### src/include/ccr_pkg.sv
`default_nettype none
package ccr_pkg;
	// ----------------------------------------
	// Register offsets and reset values
	// ----------------------------------------
	localparam logic [7:0] ADDR_BUCK = 8'h3e;
	localparam logic [7:0] ADDR_HOLD = 8'h3f;
	localparam logic [7:0] ADDR_ILIM = 8'h40;
	localparam logic [7:0] ADDR_BCHG = 8'h41;
	localparam logic [7:0] ADDR_CVC = 8'h42;
	localparam logic [7:0] RST_BUCK = 8'h00;
	localparam logic [7:0] RST_HOLD = 8'h00;
	localparam logic [7:0] RST_ILIM = 8'h00;
	localparam logic [7:0] RST_BCHG = 8'h00;
	localparam logic [7:0] RST_CVC = 8'h00;
	localparam logic [7:0] RD_UNMAPPED = 8'h00;
	// ----------------------------------------
	// Field positions
	// ----------------------------------------
	localparam int USB_LIM_LSB = 0;
	localparam int ADP_LIM_LSB = 4;
	localparam int FAST_LSB = 0;
	localparam int PRE_LSB = 6;
	localparam int DROOP_LSB = 0;
	localparam int CV_LSB = 3;
	// ----------------------------------------
	// Hold delay timing
	// ----------------------------------------
	localparam int unsigned CLK_PERIOD_NS = 20;
	localparam int unsigned DELAY_BASE_NS = 540000;
	localparam int unsigned DELAY_BASE_CYC = DELAY_BASE_NS / CLK_PERIOD_NS;
	localparam logic [3:0] HOLD_CODE_MAX = 4'he;
	localparam int CCR_CNT_W = 28;
	// ----------------------------------------
	// Thermal current ceilings per class
	// ----------------------------------------
	localparam logic [5:0] THERM_LIMIT [0:7] = '{6'h3f, 6'h37, 6'h2d, 6'h23, 6'h19, 6'h0f,
		6'h00, 6'h00};
	// ----------------------------------------
	// Register layouts
	// ----------------------------------------
	typedef struct packed {
		logic thermalChargeEn;
		logic usbAutoLimitEn;
		logic buckSleepForce;
		logic chargerEnable;
		logic [3:0] buckInputLimit;
	} ccr_buck_s;
	typedef struct packed {
		logic holdBothDirs;
		logic calGate;
		logic holdSrcTimer;
		logic slowClockOutEn;
		logic [3:0] holdDelay;
	} ccr_hold_s;
endpackage
`default_nettype wire

### src/design/ccr_hold_timer.sv
`default_nettype none
module ccr_hold_timer import ccr_pkg::*; #(
	parameter int unsigned BASE_CYCLES = DELAY_BASE_CYC,
	parameter int CNT_W = CCR_CNT_W
) (
	// Clock and reset
	input wire logic clk,
	input wire logic reset,
	// Configuration and triggers
	input wire ccr_hold_s cfg,
	input wire logic start,
	input wire logic holdPin,
	// Status
	output logic busy,
	output logic done
);
	typedef enum logic [1:0] {IDLE, WAIT_PIN, WAIT_TIMER} ccr_hstate_e;
	ccr_hstate_e state_r;
	logic [CNT_W-1:0] cnt_r;
	logic [CNT_W-1:0] load;
	logic [3:0] code;
	// ----------------------------------------
	// Delay length from code
	// ----------------------------------------
	// Reserved top code behaves as the longest legal one
	always_comb begin
		code = (cfg.holdDelay > HOLD_CODE_MAX) ? HOLD_CODE_MAX : cfg.holdDelay;
		load = '0;
		if (code != 4'h0) begin
			load = CNT_W'(BASE_CYCLES) << (code - 4'h1);
		end
	end
	// ----------------------------------------
	// Wait sequencer
	// ----------------------------------------
	always_ff @(posedge clk) begin
		done <= 1'b0;
		if (reset) begin
			state_r <= IDLE;
			cnt_r <= '0;
		end else begin
			case (state_r)
				IDLE: begin
					if (start && !cfg.holdSrcTimer) begin
						state_r <= WAIT_PIN;
					end else if (start && (load == '0)) begin
						done <= 1'b1;
					end else if (start) begin
						cnt_r <= load - CNT_W'(1);
						state_r <= WAIT_TIMER;
					end
				end
				WAIT_PIN: begin
					if (holdPin) begin
						done <= 1'b1;
						state_r <= IDLE;
					end
				end
				WAIT_TIMER: begin
					if (cnt_r == '0) begin
						done <= 1'b1;
						state_r <= IDLE;
					end else begin
						cnt_r <= cnt_r - CNT_W'(1);
					end
				end
				default: begin
					state_r <= IDLE;
				end
			endcase
		end
	end
	assign busy = (state_r != IDLE);
endmodule
`default_nettype wire

### src/design/ccr_regs.sv
`default_nettype none
module ccr_regs import ccr_pkg::*; #(
	parameter int unsigned BASE_CYCLES = DELAY_BASE_CYC,
	parameter int CNT_W = CCR_CNT_W
) (
	// Clock and reset
	input wire logic clk,
	input wire logic reset,
	// Register port
	input wire logic [7:0] regAddr,
	input wire logic regWriteEn,
	input wire logic [7:0] regWriteData,
	input wire logic regReadEn,
	output logic [7:0] regReadData,
	// Charger state from the analog side
	input wire logic chargeStart,
	input wire logic prechargeMode,
	input wire logic usbDetectDone,
	input wire logic [3:0] usbDetectLimit,
	input wire logic [2:0] tempClass,
	// Power sequencer
	input wire logic seqPowerUp,
	input wire logic seqPowerDown,
	input wire logic holdInputPin,
	// Charger controls
	output logic buckSleepForce,
	output logic chargeSuspend,
	output logic [3:0] usbLimitActive,
	output logic [3:0] adapterLimit,
	output logic [5:0] fastChargeCurrent,
	output logic [1:0] prechargeCurrent,
	output logic [2:0] droopThreshold,
	output logic [4:0] chargeVoltageLimit,
	// Sequence hold and clocks
	output logic slowClockOutEn,
	output logic calClockEn,
	output logic holdActive,
	output logic holdDone
);
	ccr_buck_s buck_r;
	ccr_hold_s hold_r;
	logic [7:0] ilim_r;
	logic [7:0] bchg_r;
	logic [7:0] cvc_r;
	logic holdSeen_r;
	logic timerBusy;
	logic timerDone;
	logic holdStart;
	logic [5:0] effFast;
	logic wrBuck;
	logic wrHold;
	logic wrIlim;
	logic wrBchg;
	logic wrCvc;

	// ----------------------------------------
	// Write decode
	// ----------------------------------------
	assign wrBuck = regWriteEn && (regAddr == ADDR_BUCK);
	assign wrHold = regWriteEn && (regAddr == ADDR_HOLD);
	assign wrIlim = regWriteEn && (regAddr == ADDR_ILIM);
	assign wrBchg = regWriteEn && (regAddr == ADDR_BCHG);
	assign wrCvc = regWriteEn && (regAddr == ADDR_CVC);

	// ----------------------------------------
	// Buck control register
	// ----------------------------------------
	// A write in the charge-start cycle wins, so software intent is kept
	always_ff @(posedge clk) begin
		if (reset) begin
			buck_r <= ccr_buck_s'(RST_BUCK);
		end else if (wrBuck) begin
			buck_r <= ccr_buck_s'(regWriteData);
		end else if (chargeStart) begin
			buck_r.buckSleepForce <= 1'b0;
		end
	end

	// ----------------------------------------
	// Plain configuration registers
	// ----------------------------------------
	always_ff @(posedge clk) begin
		if (reset) begin
			hold_r <= ccr_hold_s'(RST_HOLD);
			ilim_r <= RST_ILIM;
			bchg_r <= RST_BCHG;
			cvc_r <= RST_CVC;
		end else begin
			if (wrHold) begin
				hold_r <= ccr_hold_s'(regWriteData);
			end
			if (wrIlim) begin
				ilim_r <= regWriteData;
			end
			if (wrBchg) begin
				bchg_r <= regWriteData;
			end
			if (wrCvc) begin
				cvc_r <= regWriteData;
			end
		end
	end

	// ----------------------------------------
	// Read port
	// ----------------------------------------
	// Registered read data; unmapped offsets read zero
	always_ff @(posedge clk) begin
		if (reset) begin
			regReadData <= RD_UNMAPPED;
		end else if (regReadEn) begin
			case (regAddr)
				ADDR_BUCK: regReadData <= buck_r;
				ADDR_HOLD: regReadData <= hold_r;
				ADDR_ILIM: regReadData <= ilim_r;
				ADDR_BCHG: regReadData <= bchg_r;
				ADDR_CVC: regReadData <= cvc_r;
				default: regReadData <= RD_UNMAPPED;
			endcase
		end
	end

	// ----------------------------------------
	// Thermal current ceiling
	// ----------------------------------------
	ccr_thermal_limit ccr_thermal_limit_inst (
		.enable(buck_r.thermalChargeEn),
		.tempClass(tempClass),
		.progCode(bchg_r[FAST_LSB +: 6]),
		.effCode(effFast)
	);

	// ----------------------------------------
	// Charger outputs
	// ----------------------------------------
	// Suspension covers sleep force and a zero code of the active phase
	always_ff @(posedge clk) begin
		if (reset) begin
			buckSleepForce <= 1'b0;
			chargeSuspend <= 1'b0;
			fastChargeCurrent <= '0;
			prechargeCurrent <= '0;
		end else begin
			buckSleepForce <= buck_r.buckSleepForce;
			fastChargeCurrent <= effFast;
			prechargeCurrent <= bchg_r[PRE_LSB +: 2];
			chargeSuspend <= buck_r.buckSleepForce
				|| (prechargeMode ? (bchg_r[PRE_LSB +: 2] == 2'h0)
				: (effFast == 6'h00));
		end
	end

	// Limits and thresholds pass straight to the analog side, except the USB limit, picked by auto-limit enable and detection
	always_ff @(posedge clk) begin
		if (reset) begin
			usbLimitActive <= '0;
			adapterLimit <= '0;
			droopThreshold <= '0;
			chargeVoltageLimit <= '0;
		end else begin
			if (!buck_r.usbAutoLimitEn) begin
				usbLimitActive <= ilim_r[USB_LIM_LSB +: 4];
			end else if (usbDetectDone) begin
				usbLimitActive <= usbDetectLimit;
			end else begin
				usbLimitActive <= buck_r.buckInputLimit;
			end
			adapterLimit <= ilim_r[ADP_LIM_LSB +: 4];
			droopThreshold <= cvc_r[DROOP_LSB +: 3];
			chargeVoltageLimit <= cvc_r[CV_LSB +: 5];
		end
	end

	// ----------------------------------------
	// Sequence hold
	// ----------------------------------------
	// Power-down holds only when both directions are selected; busy drops new starts
	assign holdStart = !timerBusy && (seqPowerUp || (seqPowerDown && hold_r.holdBothDirs));

	ccr_hold_timer #(
		.BASE_CYCLES(BASE_CYCLES),
		.CNT_W(CNT_W)
	) ccr_hold_timer_inst (
		.clk(clk),
		.reset(reset),
		.cfg(hold_r),
		.start(holdStart),
		.holdPin(holdInputPin),
		.busy(timerBusy),
		.done(timerDone)
	);

	// Hold seen is re-armed at each new hold not started in the done cycle, so the calendar waits again
	always_ff @(posedge clk) begin
		if (reset) begin
			holdSeen_r <= 1'b0;
		end else if (timerDone) begin
			holdSeen_r <= 1'b1;
		end else if (holdStart) begin
			holdSeen_r <= 1'b0;
		end
	end

	// Hold and clock outputs
	always_ff @(posedge clk) begin
		if (reset) begin
			holdActive <= 1'b0;
			holdDone <= 1'b0;
			slowClockOutEn <= 1'b0;
			calClockEn <= 1'b1;
		end else begin
			holdActive <= timerBusy;
			holdDone <= timerDone;
			slowClockOutEn <= hold_r.slowClockOutEn;
			calClockEn <= !hold_r.calGate || holdSeen_r;
		end
	end
endmodule
`default_nettype wire

### src/design/ccr_thermal_limit.sv
`default_nettype none
module ccr_thermal_limit import ccr_pkg::*; (
	// Control
	input wire logic enable,
	input wire logic [2:0] tempClass,
	// Current codes
	input wire logic [5:0] progCode,
	output logic [5:0] effCode
);
	// ----------------------------------------
	// Ceiling selection
	// ----------------------------------------
	logic [5:0] ceiling;
	// Take the lower of programmed code and class ceiling
	always_comb begin
		ceiling = THERM_LIMIT[tempClass];
		effCode = progCode;
		if (enable && (ceiling < progCode)) begin
			effCode = ceiling;
		end
	end
endmodule
`default_nettype wire

### config.mk
export PLATFORM = sky130hd
export DESIGN_NAME = ccr_regs
export DESIGN_NICKNAME = d
export VERILOG_FILES = /design/src/include/ccr_pkg.sv /design/src/design/ccr_hold_timer.sv /design/src/design/ccr_regs.sv /design/src/design/ccr_thermal_limit.sv
export SDC_FILE = /design/constraint.sdc
export NUM_CORES = 1
export LEC_CHECK = 0
export BUFFER_PORTS_ARGS = -buffer_cell sky130_fd_sc_hd__buf_2
export CAP_MARGIN = 15
export CORE_UTILIZATION = 30
export CTS_CLUSTER_DIAMETER = 120
export DETAILED_ROUTE_END_ITERATION = 16
export RECOVER_POWER = 50
export SETUP_SLACK_MARGIN = 0.5
export SKIP_LAST_GASP = 1
export SYNTH_ARGS = -nofsm -noshare
export SYNTH_HDL_FRONTEND = slang
export SYNTH_SLANG_ARGS = --single-unit
### constraint.sdc
create_clock -name clk -period 5.65 [get_ports clk]
set_input_delay 0.2825 -clock clk [delete_from_list [all_inputs] [get_ports clk]]
set_output_delay 0.2825 -clock clk [all_outputs]
set_load 0.01 [all_outputs]
==> results.py, run 1 <==
metrics = {
    "pwr": {
        "peakVddDrop_mv": 0.1313,
        "powerDensity_nw_per_um2": 223.9,
        "power_w": 0.001532,
        "p_leak_nw": 2.438,
    },
    "clock_network": {
        "root_buffer": "clkbuf_16",
        "clk-insertion-delay-late_ns": 0.36,
        "cts.htree.levels": 3,
        "cts_hold_buf": 0,
        "cts_tree": "done",
        "clock_path_buffers": 2,
        "cts.sinks": 110,
        "cts_resized": 0,
        "cts_buffers": 9,
        "cts_setup_buffers": 0,
        "clk_pin_slew_worst_paths_ns": 0.08,
    },
    "grt": {
        "grt_pass1_wl_um": 26970,
        "antenna_found_initial": 0,
        "track_usage_pct": 16.60,
        "grt_max_degree": 89,
        "grt_pass1_vias": 5055,
        "globalRouteOverflowTotal": 0,
    },
    "timing": {
        "tns_ns": 0,
        "worst_slew_pin_slew_ns": 3.833,
        "finalClockSkew_ns": 0.007823,
        "finalCritPeriodShare_pct": 79.78,
        "slew_headroom_pct": -155.5,
        "min_period_ns": 4.507,
        "fmax_mhz": 221.9,
        "slew_viol_final": 89,
        "rsz0062_at_grt": "no",
        "setup_violations": 0,
        "hold_viol_final": 0,
    },
    "finish": {
        "antennaDiodeCount": 0,
        "fillers": 2135,
        "areaGrowthSynthToFinish_pct": 13.54,
        "drive_gt1_share_pct": 9.495,
        "final_core_util_pct": 34.93,
        "regArea_um2": 2202,
        "multi_input_comb_area_um2": 3541,
        "final_nets": 871,
    },
    "run": {
        "max_cap_violations": 1,
    },
    "placed_design": {
        "detailed_place_hpwl_um": 11840,
        "gp_congestion": 0.8688,
        "numPortBuffers": 70,
    },
    "critical_path": {
        "endpoint_kind": "register",
        "path_max_fanout": 88,
        "start_kind": "primary input",
        "crit_type": "in -> reg",
        "worstPathArrival_ns": 4.76,
        "worstPathRequired_ns": 5.91,
    },
    "route": {
        "drt_iter0_drc": 450,
        "vias": 5689,
        "antenna_left": 0,
        "drc_errors": 0,
        "dr.pass1.iters": 5,
        "postRouteWirelength_um": 16790,
        "wl_per_cell_um": 15.31,
        "routed_via_density": 5.186,
    },
    "yosys": {
        "syn-num-nets": 836,
        "ys_seq_area_share_pct": 36.54,
        "synth-edff-count": 0,
        "ys_ff_latch": 110,
        "ys.flop_type": "dfxtp_1",
        "yosysWarnings": 0,
        "synthArstFlopShare_pct": 0,
        "yosysUniqueCellTypes": 67,
        "synthTopCellsByArea": "dfxtp_1, a21oi_1, nand2_1",
        "synth_top_cell_by_area": "dfxtp_1",
        "syn_area_per_cell_um2": 7.610,
        "syn-instance-count": 792,
        "synthesis.area_um2": 6027,
        "yosysTopAreaCellShare_pct": 36.54,
    },
    "floorplan": {
        "initial_core_util_pct": 30.77,
        "die_h_um": 143.7,
        "rows": 51,
        "die_w_um": 143.7,
        "core-area_um2": 19590,
        "die-area_um2": 20660,
        "io_pins": 71,
    },
    "outcome": {
        "violations": "max-capacitance violations, max-slew violations",
        "status": "finished with violations",
    },
    "min_path": {
        "hold_class": "in -> reg",
    },
}
-- area by class of cell --
class	instances	share of cell area [%]
tap	265	4.845
clock buffer	9	3.291
multi-input combinational	605	51.75
clock inverter	7	1.280
inverter	20	1.097
timing repair buffer	81	5.559
sequential	110	32.18
-- power breakdown --
part / total [W] / leakage [nW] / switching (W) / internal (W)
registers: 0.000786 / 0.888 / 0.00000459 / 0.000781
logic: 0.0000881 / 1.40 / 0.0000575 / 0.0000305
clock network: 0.000658 / 0.148 / 0.000339 / 0.000319
total: 0.00153 / 2.44 / 0.000401 / 0.00113
-- flip-flops by register name (all words and copies together) (netlist names), 2 cells and up --
name	cells
bchg_r	8
adapterLimit	4
ccr_hold_timer_inst.state_r	2
prechargeCurrent	2
ccr_hold_timer_inst.cnt_r	28
chargeVoltageLimit	5
usbLimitActive	4
droopThreshold	3
buck_r	8
fastChargeCurrent	6
cvc_r	8
hold_r	8
ilim_r	8
regReadData	8
-- cells by family (layout without fill, tap and decap cells) --
kind of cell    after synthesis  in the layout  share of synthesized area [%]
mux                          25             25                          4.235
fa+ha+maj                    13             13                          2.616
simple gates                348            348                          28.42
compound gates              209            209                          21.69
buf+inv                      77            117                          5.045
xor+xnor                     10             10                          1.453
flops                       110            110                          36.54
-- per-stage QoR --
step	cell area (um2)	setup WS (ns)	hold slack, ns	instances
finish	6843	1.143	0.2212	1097
global route	6843	0.7635	0.2106	1097
CTS	6898	1.317	0.2077	1097
detailed placement	6585	1.373	0.4394	1081
global placement	6585	1.449	0.4346	1081
floorplan	6027	1.732	0.4228	792
-- synth_stat cells (4+ instances only) --
| master | count |
|---|---|
| dfxtp_1 | 110 |
| nand2_1 | 110 |
| a21oi_1 | 83 |
| nor2_1 | 83 |
| clkbuf_1 | 44 |
| o21ai_0 | 40 |
| nand3_1 | 31 |
| nor2b_1 | 26 |
| nor3_1 | 26 |
| mux2i_1 | 21 |
| inv_1 | 20 |
| a22oi_1 | 16 |
| a211oi_1 | 14 |
| nand3b_1 | 12 |
| ha_1 | 11 |
| nand2b_1 | 10 |
| nor4_1 | 10 |
| a31oi_1 | 8 |
| buf_1 | 8 |
| o211ai_1 | 8 |
| xnor2_1 | 8 |
| nor3b_1 | 7 |
| or3_1 | 5 |
| a21o_1 | 4 |
| and4_1 | 4 |
| mux2_2 | 4 |
| nand4_1 | 4 |
-- layout by cell type (no fill, tap or decap), types with 6 or more instances in the layout --
cell,count
a31oi_1,8
dfxtp_1,110
nor2b_1,25
clkbuf_16,9
buf_4,10
clkbuf_1,40
nand2b_1,10
mux2i_1,21
a211oi_1,14
nand2_1,110
nand3b_1,12
nor2_1,83
xnor2_1,8
inv_1,20
a22oi_1,16
ha_1,11
o211ai_1,8
a21oi_1,83
buf_2,31
o21ai_0,40
nor4_1,8
nor3b_1,6
nand3_1,31
nor3_1,26
-- worst max-delay path: stages --
cell	delay, ns
clkbuf_1	1.02
clkbuf_1	2.78
nor4_1	0.28
mux2i_1	0.29
nand2_1	0.06
-- routing by layer --
| layer | global-route usage (%) | vias to the layer above | share of wire [%] | wire [um] |
|---|---|---|---|---|
| li1 | - | 2879 | - | - |
| met1 | 22.90 | 2656 | 48 | 7989 |
| met2 | 26.85 | 141 | 47 | 7905 |
| met3 | 3.099 | 13 | 4.3 | 717 |
| met4 | 3.191 | 0 | 1.1 | 177 |
| met5 | 0 | - | 0 | 0 |
-- final timing paths --
check | start | to | slack, ns | cells past startpoint
worst max register to register | hold_r[0] | ccr_hold_timer_inst.cnt_r[27] | 1.18 | 11
worst max-delay path | reset | ccr_hold_timer_inst.cnt_r[21] | 1.14 | 5
worst min register to register | holdSeen_r | calClockEn | 0.45 | 1
worst min-delay path | regWriteData[5] | cvc_r[5] | 0.22 | 3
Note: power is estimated with default switching activity, not from simulation.
==> inputs of run 2 (changes only) <==
==> constraint.sdc (replaced) <==
create_clock -name clk -period 4.2 [get_ports clk]
set_input_delay 0.21 -clock clk [delete_from_list [all_inputs] [get_ports clk]]
set_output_delay 0.21 -clock clk [all_outputs]
set_load 0.01 [all_outputs]
==> results.py, run 2 (synthesis results as in run 1) <==
metrics = {
    "clock_network": {
        "cts.sinks": 110,
        "cts.htree.levels": 3,
        "cts_hold_buf": 0,
        "root_buffer": "clkbuf_16",
        "clk-insertion-delay-late_ns": 0.36,
        "clock_path_buffers": 2,
        "clk_pin_slew_worst_paths_ns": 0.08,
        "cts_tree": "done",
        "cts_buffers": 9,
    },
    "route": {
        "vias": 5791,
        "drt_iter0_drc": 506,
        "routed_via_density": 5.231,
        "dr.pass1.iters": 5,
        "drc_errors": 0,
        "postRouteWirelength_um": 17010,
        "antenna_left": 0,
        "wl_per_cell_um": 15.37,
    },
    "finish": {
        "fillers": 2103,
        "final_common_cell": "nand2_1",
        "largest-register": "ccr_hold_timer_inst.cnt_r",
        "antennaDiodeCount": 0,
        "multi_input_comb_area_um2": 3556,
        "mostFrequentLayoutCells": "nand2_1, dfxtp_1, a21oi_1",
        "areaGrowthSynthToFinish_pct": 14.78,
        "drive_gt1_share_pct": 11.05,
        "regArea_um2": 2205,
        "final_cells": 1107,
        "final_cell_area_um2": 6918,
        "final_nets": 881,
        "largest_reg_flops": 28,
    },
    "timing": {
        "slew_viol_final": 79,
        "tns_ns": 0,
        "min_period_ns": 3.501,
        "setup_violations": 0,
        "hold_viol_final": 0,
        "finalCritPeriodShare_pct": 83.36,
        "fmax_mhz": 285.6,
        "worst_slew_pin_slew_ns": 3.221,
        "rsz0062_at_grt": "yes",
        "finalClockSkew_ns": 0.006107,
        "slew_headroom_pct": -114.8,
    },
    "placed_design": {
        "gp_congestion": 0.8638,
        "dpl_cell_area_um2": 6653,
        "dp_cells": 1090,
        "detailed_place_hpwl_um": 12210,
        "numPortBuffers": 70,
    },
    "outcome": {
        "violations": "max-capacitance violations, max-slew violations",
        "status": "finished with violations",
    },
    "floorplan": {
        "die_h_um": 143.7,
        "die_w_um": 143.7,
        "core-area_um2": 19590,
        "io_pins": 71,
        "die-area_um2": 20660,
        "initial_core_util_pct": 30.77,
        "rows": 51,
    },
    "critical_path": {
        "max_stage_delay_ns": 0.55,
        "crit_chain": "nand3_1 > nand2_1 > inv_1 > ha_1 > nor2_2 > a311oi_1 > or4_1 > a221o_2 > nor4_4 > buf_4 > a21oi_1 > o21ai_0 > a31oi_1",
        "critical_path.top_delay_family": "simple AND/OR/NAND/NOR gates",
        "start_kind": "register",
        "worstPathArrival_ns": 3.60,
        "cp_num_buf_inv": 2,
        "path_max_fanout": 7,
        "endpoint_kind": "register",
        "crit_type": "reg -> reg",
        "worstPathRequired_ns": 4.30,
        "cpMaxStageDelayCell": "or4_1",
    },
    "pwr": {
        "p_leak_nw": 2.488,
        "power_w": 0.002030,
        "sw_frac_of_total_pct": 25.41,
        "power.share.clock_pct": 41.9,
        "intPower_w": 0.001515,
        "p_comb_share_pct": 6.1,
        "power.switching_w": 0.0005158,
        "peakVddDrop_mv": 0.1859,
        "powerDensity_nw_per_um2": 293.5,
        "seqPwrFrac_pct": 52.0,
    },
    "grt": {
        "globalRouteOverflowTotal": 0,
        "grt_max_degree": 79,
        "antenna_found_initial": 0,
        "grt_pass1_vias": 5198,
        "track_usage_pct": 16.88,
        "grt_pass1_wl_um": 27470,
    },
    "run": {
        "max_cap_violations": 1,
    },
    "min_path": {
        "hold_class": "in -> reg",
    },
}
==> run 2: final cells by class <==
class,count,share of cell area [%]
inverters,20,1.085
well taps,265,4.793
clock inverters,6,0.9405
flip-flops and latches,110,31.87
multi-input cells,605,51.40
clock buffers,10,3.310
repair buffers,91,6.602
==> run 2: metal layers <==
metal	global-route usage, %	vias to the layer above	share of wire, %
li1	-	2906	-
met1	22.81	2706	47
met2	27.77	165	48
met3	3.499	14	4.6
met4	2.968	0	0.86
met5	0	-	0
==> run 2: worst reg2reg max path, stage by stage (launching register included) <==
cell and delay [ns]:
dfxtp_2 0.40, nand3_1 0.17, nand2_1 0.16, inv_1 0.06, ha_1 0.24, nor2_2 0.18
a311oi_1 0.17, or4_1 0.55, a221o_2 0.47, nor4_4 0.30, buf_4 0.20, a21oi_1 0.07
o21ai_0 0.17, a31oi_1 0.10
==> run 2: power by group through the flow <==
stage | clock network (W) | registers (W) | logic (W)
floorplan | 0 | 0.00108 | 0.0000680
global route | 0.000921 | 0.00106 | 0.000136
detailed placement | 0 | 0.00108 | 0.000124
global placement | 0 | 0.00108 | 0.000124
CTS | 0.000876 | 0.00106 | 0.000125
finish | 0.000852 | 0.00106 | 0.000123
==> run 2: worst paths after layout <==
path | startpoint | endpoint | slack (ns) | cells past startpoint
min reg2reg | holdSeen_r | calClockEn | 0.45 | 1
max | hold_r[2] | ccr_hold_timer_inst.cnt_r[18] | 0.70 | 13
min | chargeStart | buck_r[5] | 0.13 | 3
max reg2reg | hold_r[2] | ccr_hold_timer_inst.cnt_r[18] | 0.70 | 13
==> run 2: timing repair <==
item	4_1_cts	5_1_grt
hold endpoints to repair	0	0
setup endpoints to repair	0	14
buffers inserted	0	1
gates resized for setup	0	5
==> run 2: metrics by stage <==
| stage | utilization (%) | setup WS (ns) | hold slack, ns |
|---|---|---|---|
| 5_1_grt | 35.31 | 0.3135 | 0.1314 |
| 4_1_cts | 35.46 | 0.6135 | 0.1272 |
| 2_1_floorplan | - | 0.4338 | 0.3505 |
| 3_5_place_dp | 33.96 | 0.6370 | 0.4437 |
| 3_3_place_gp | 33.96 | 0.7553 | 0.4435 |
| 6_report | 35.31 | 0.6989 | 0.1311 |
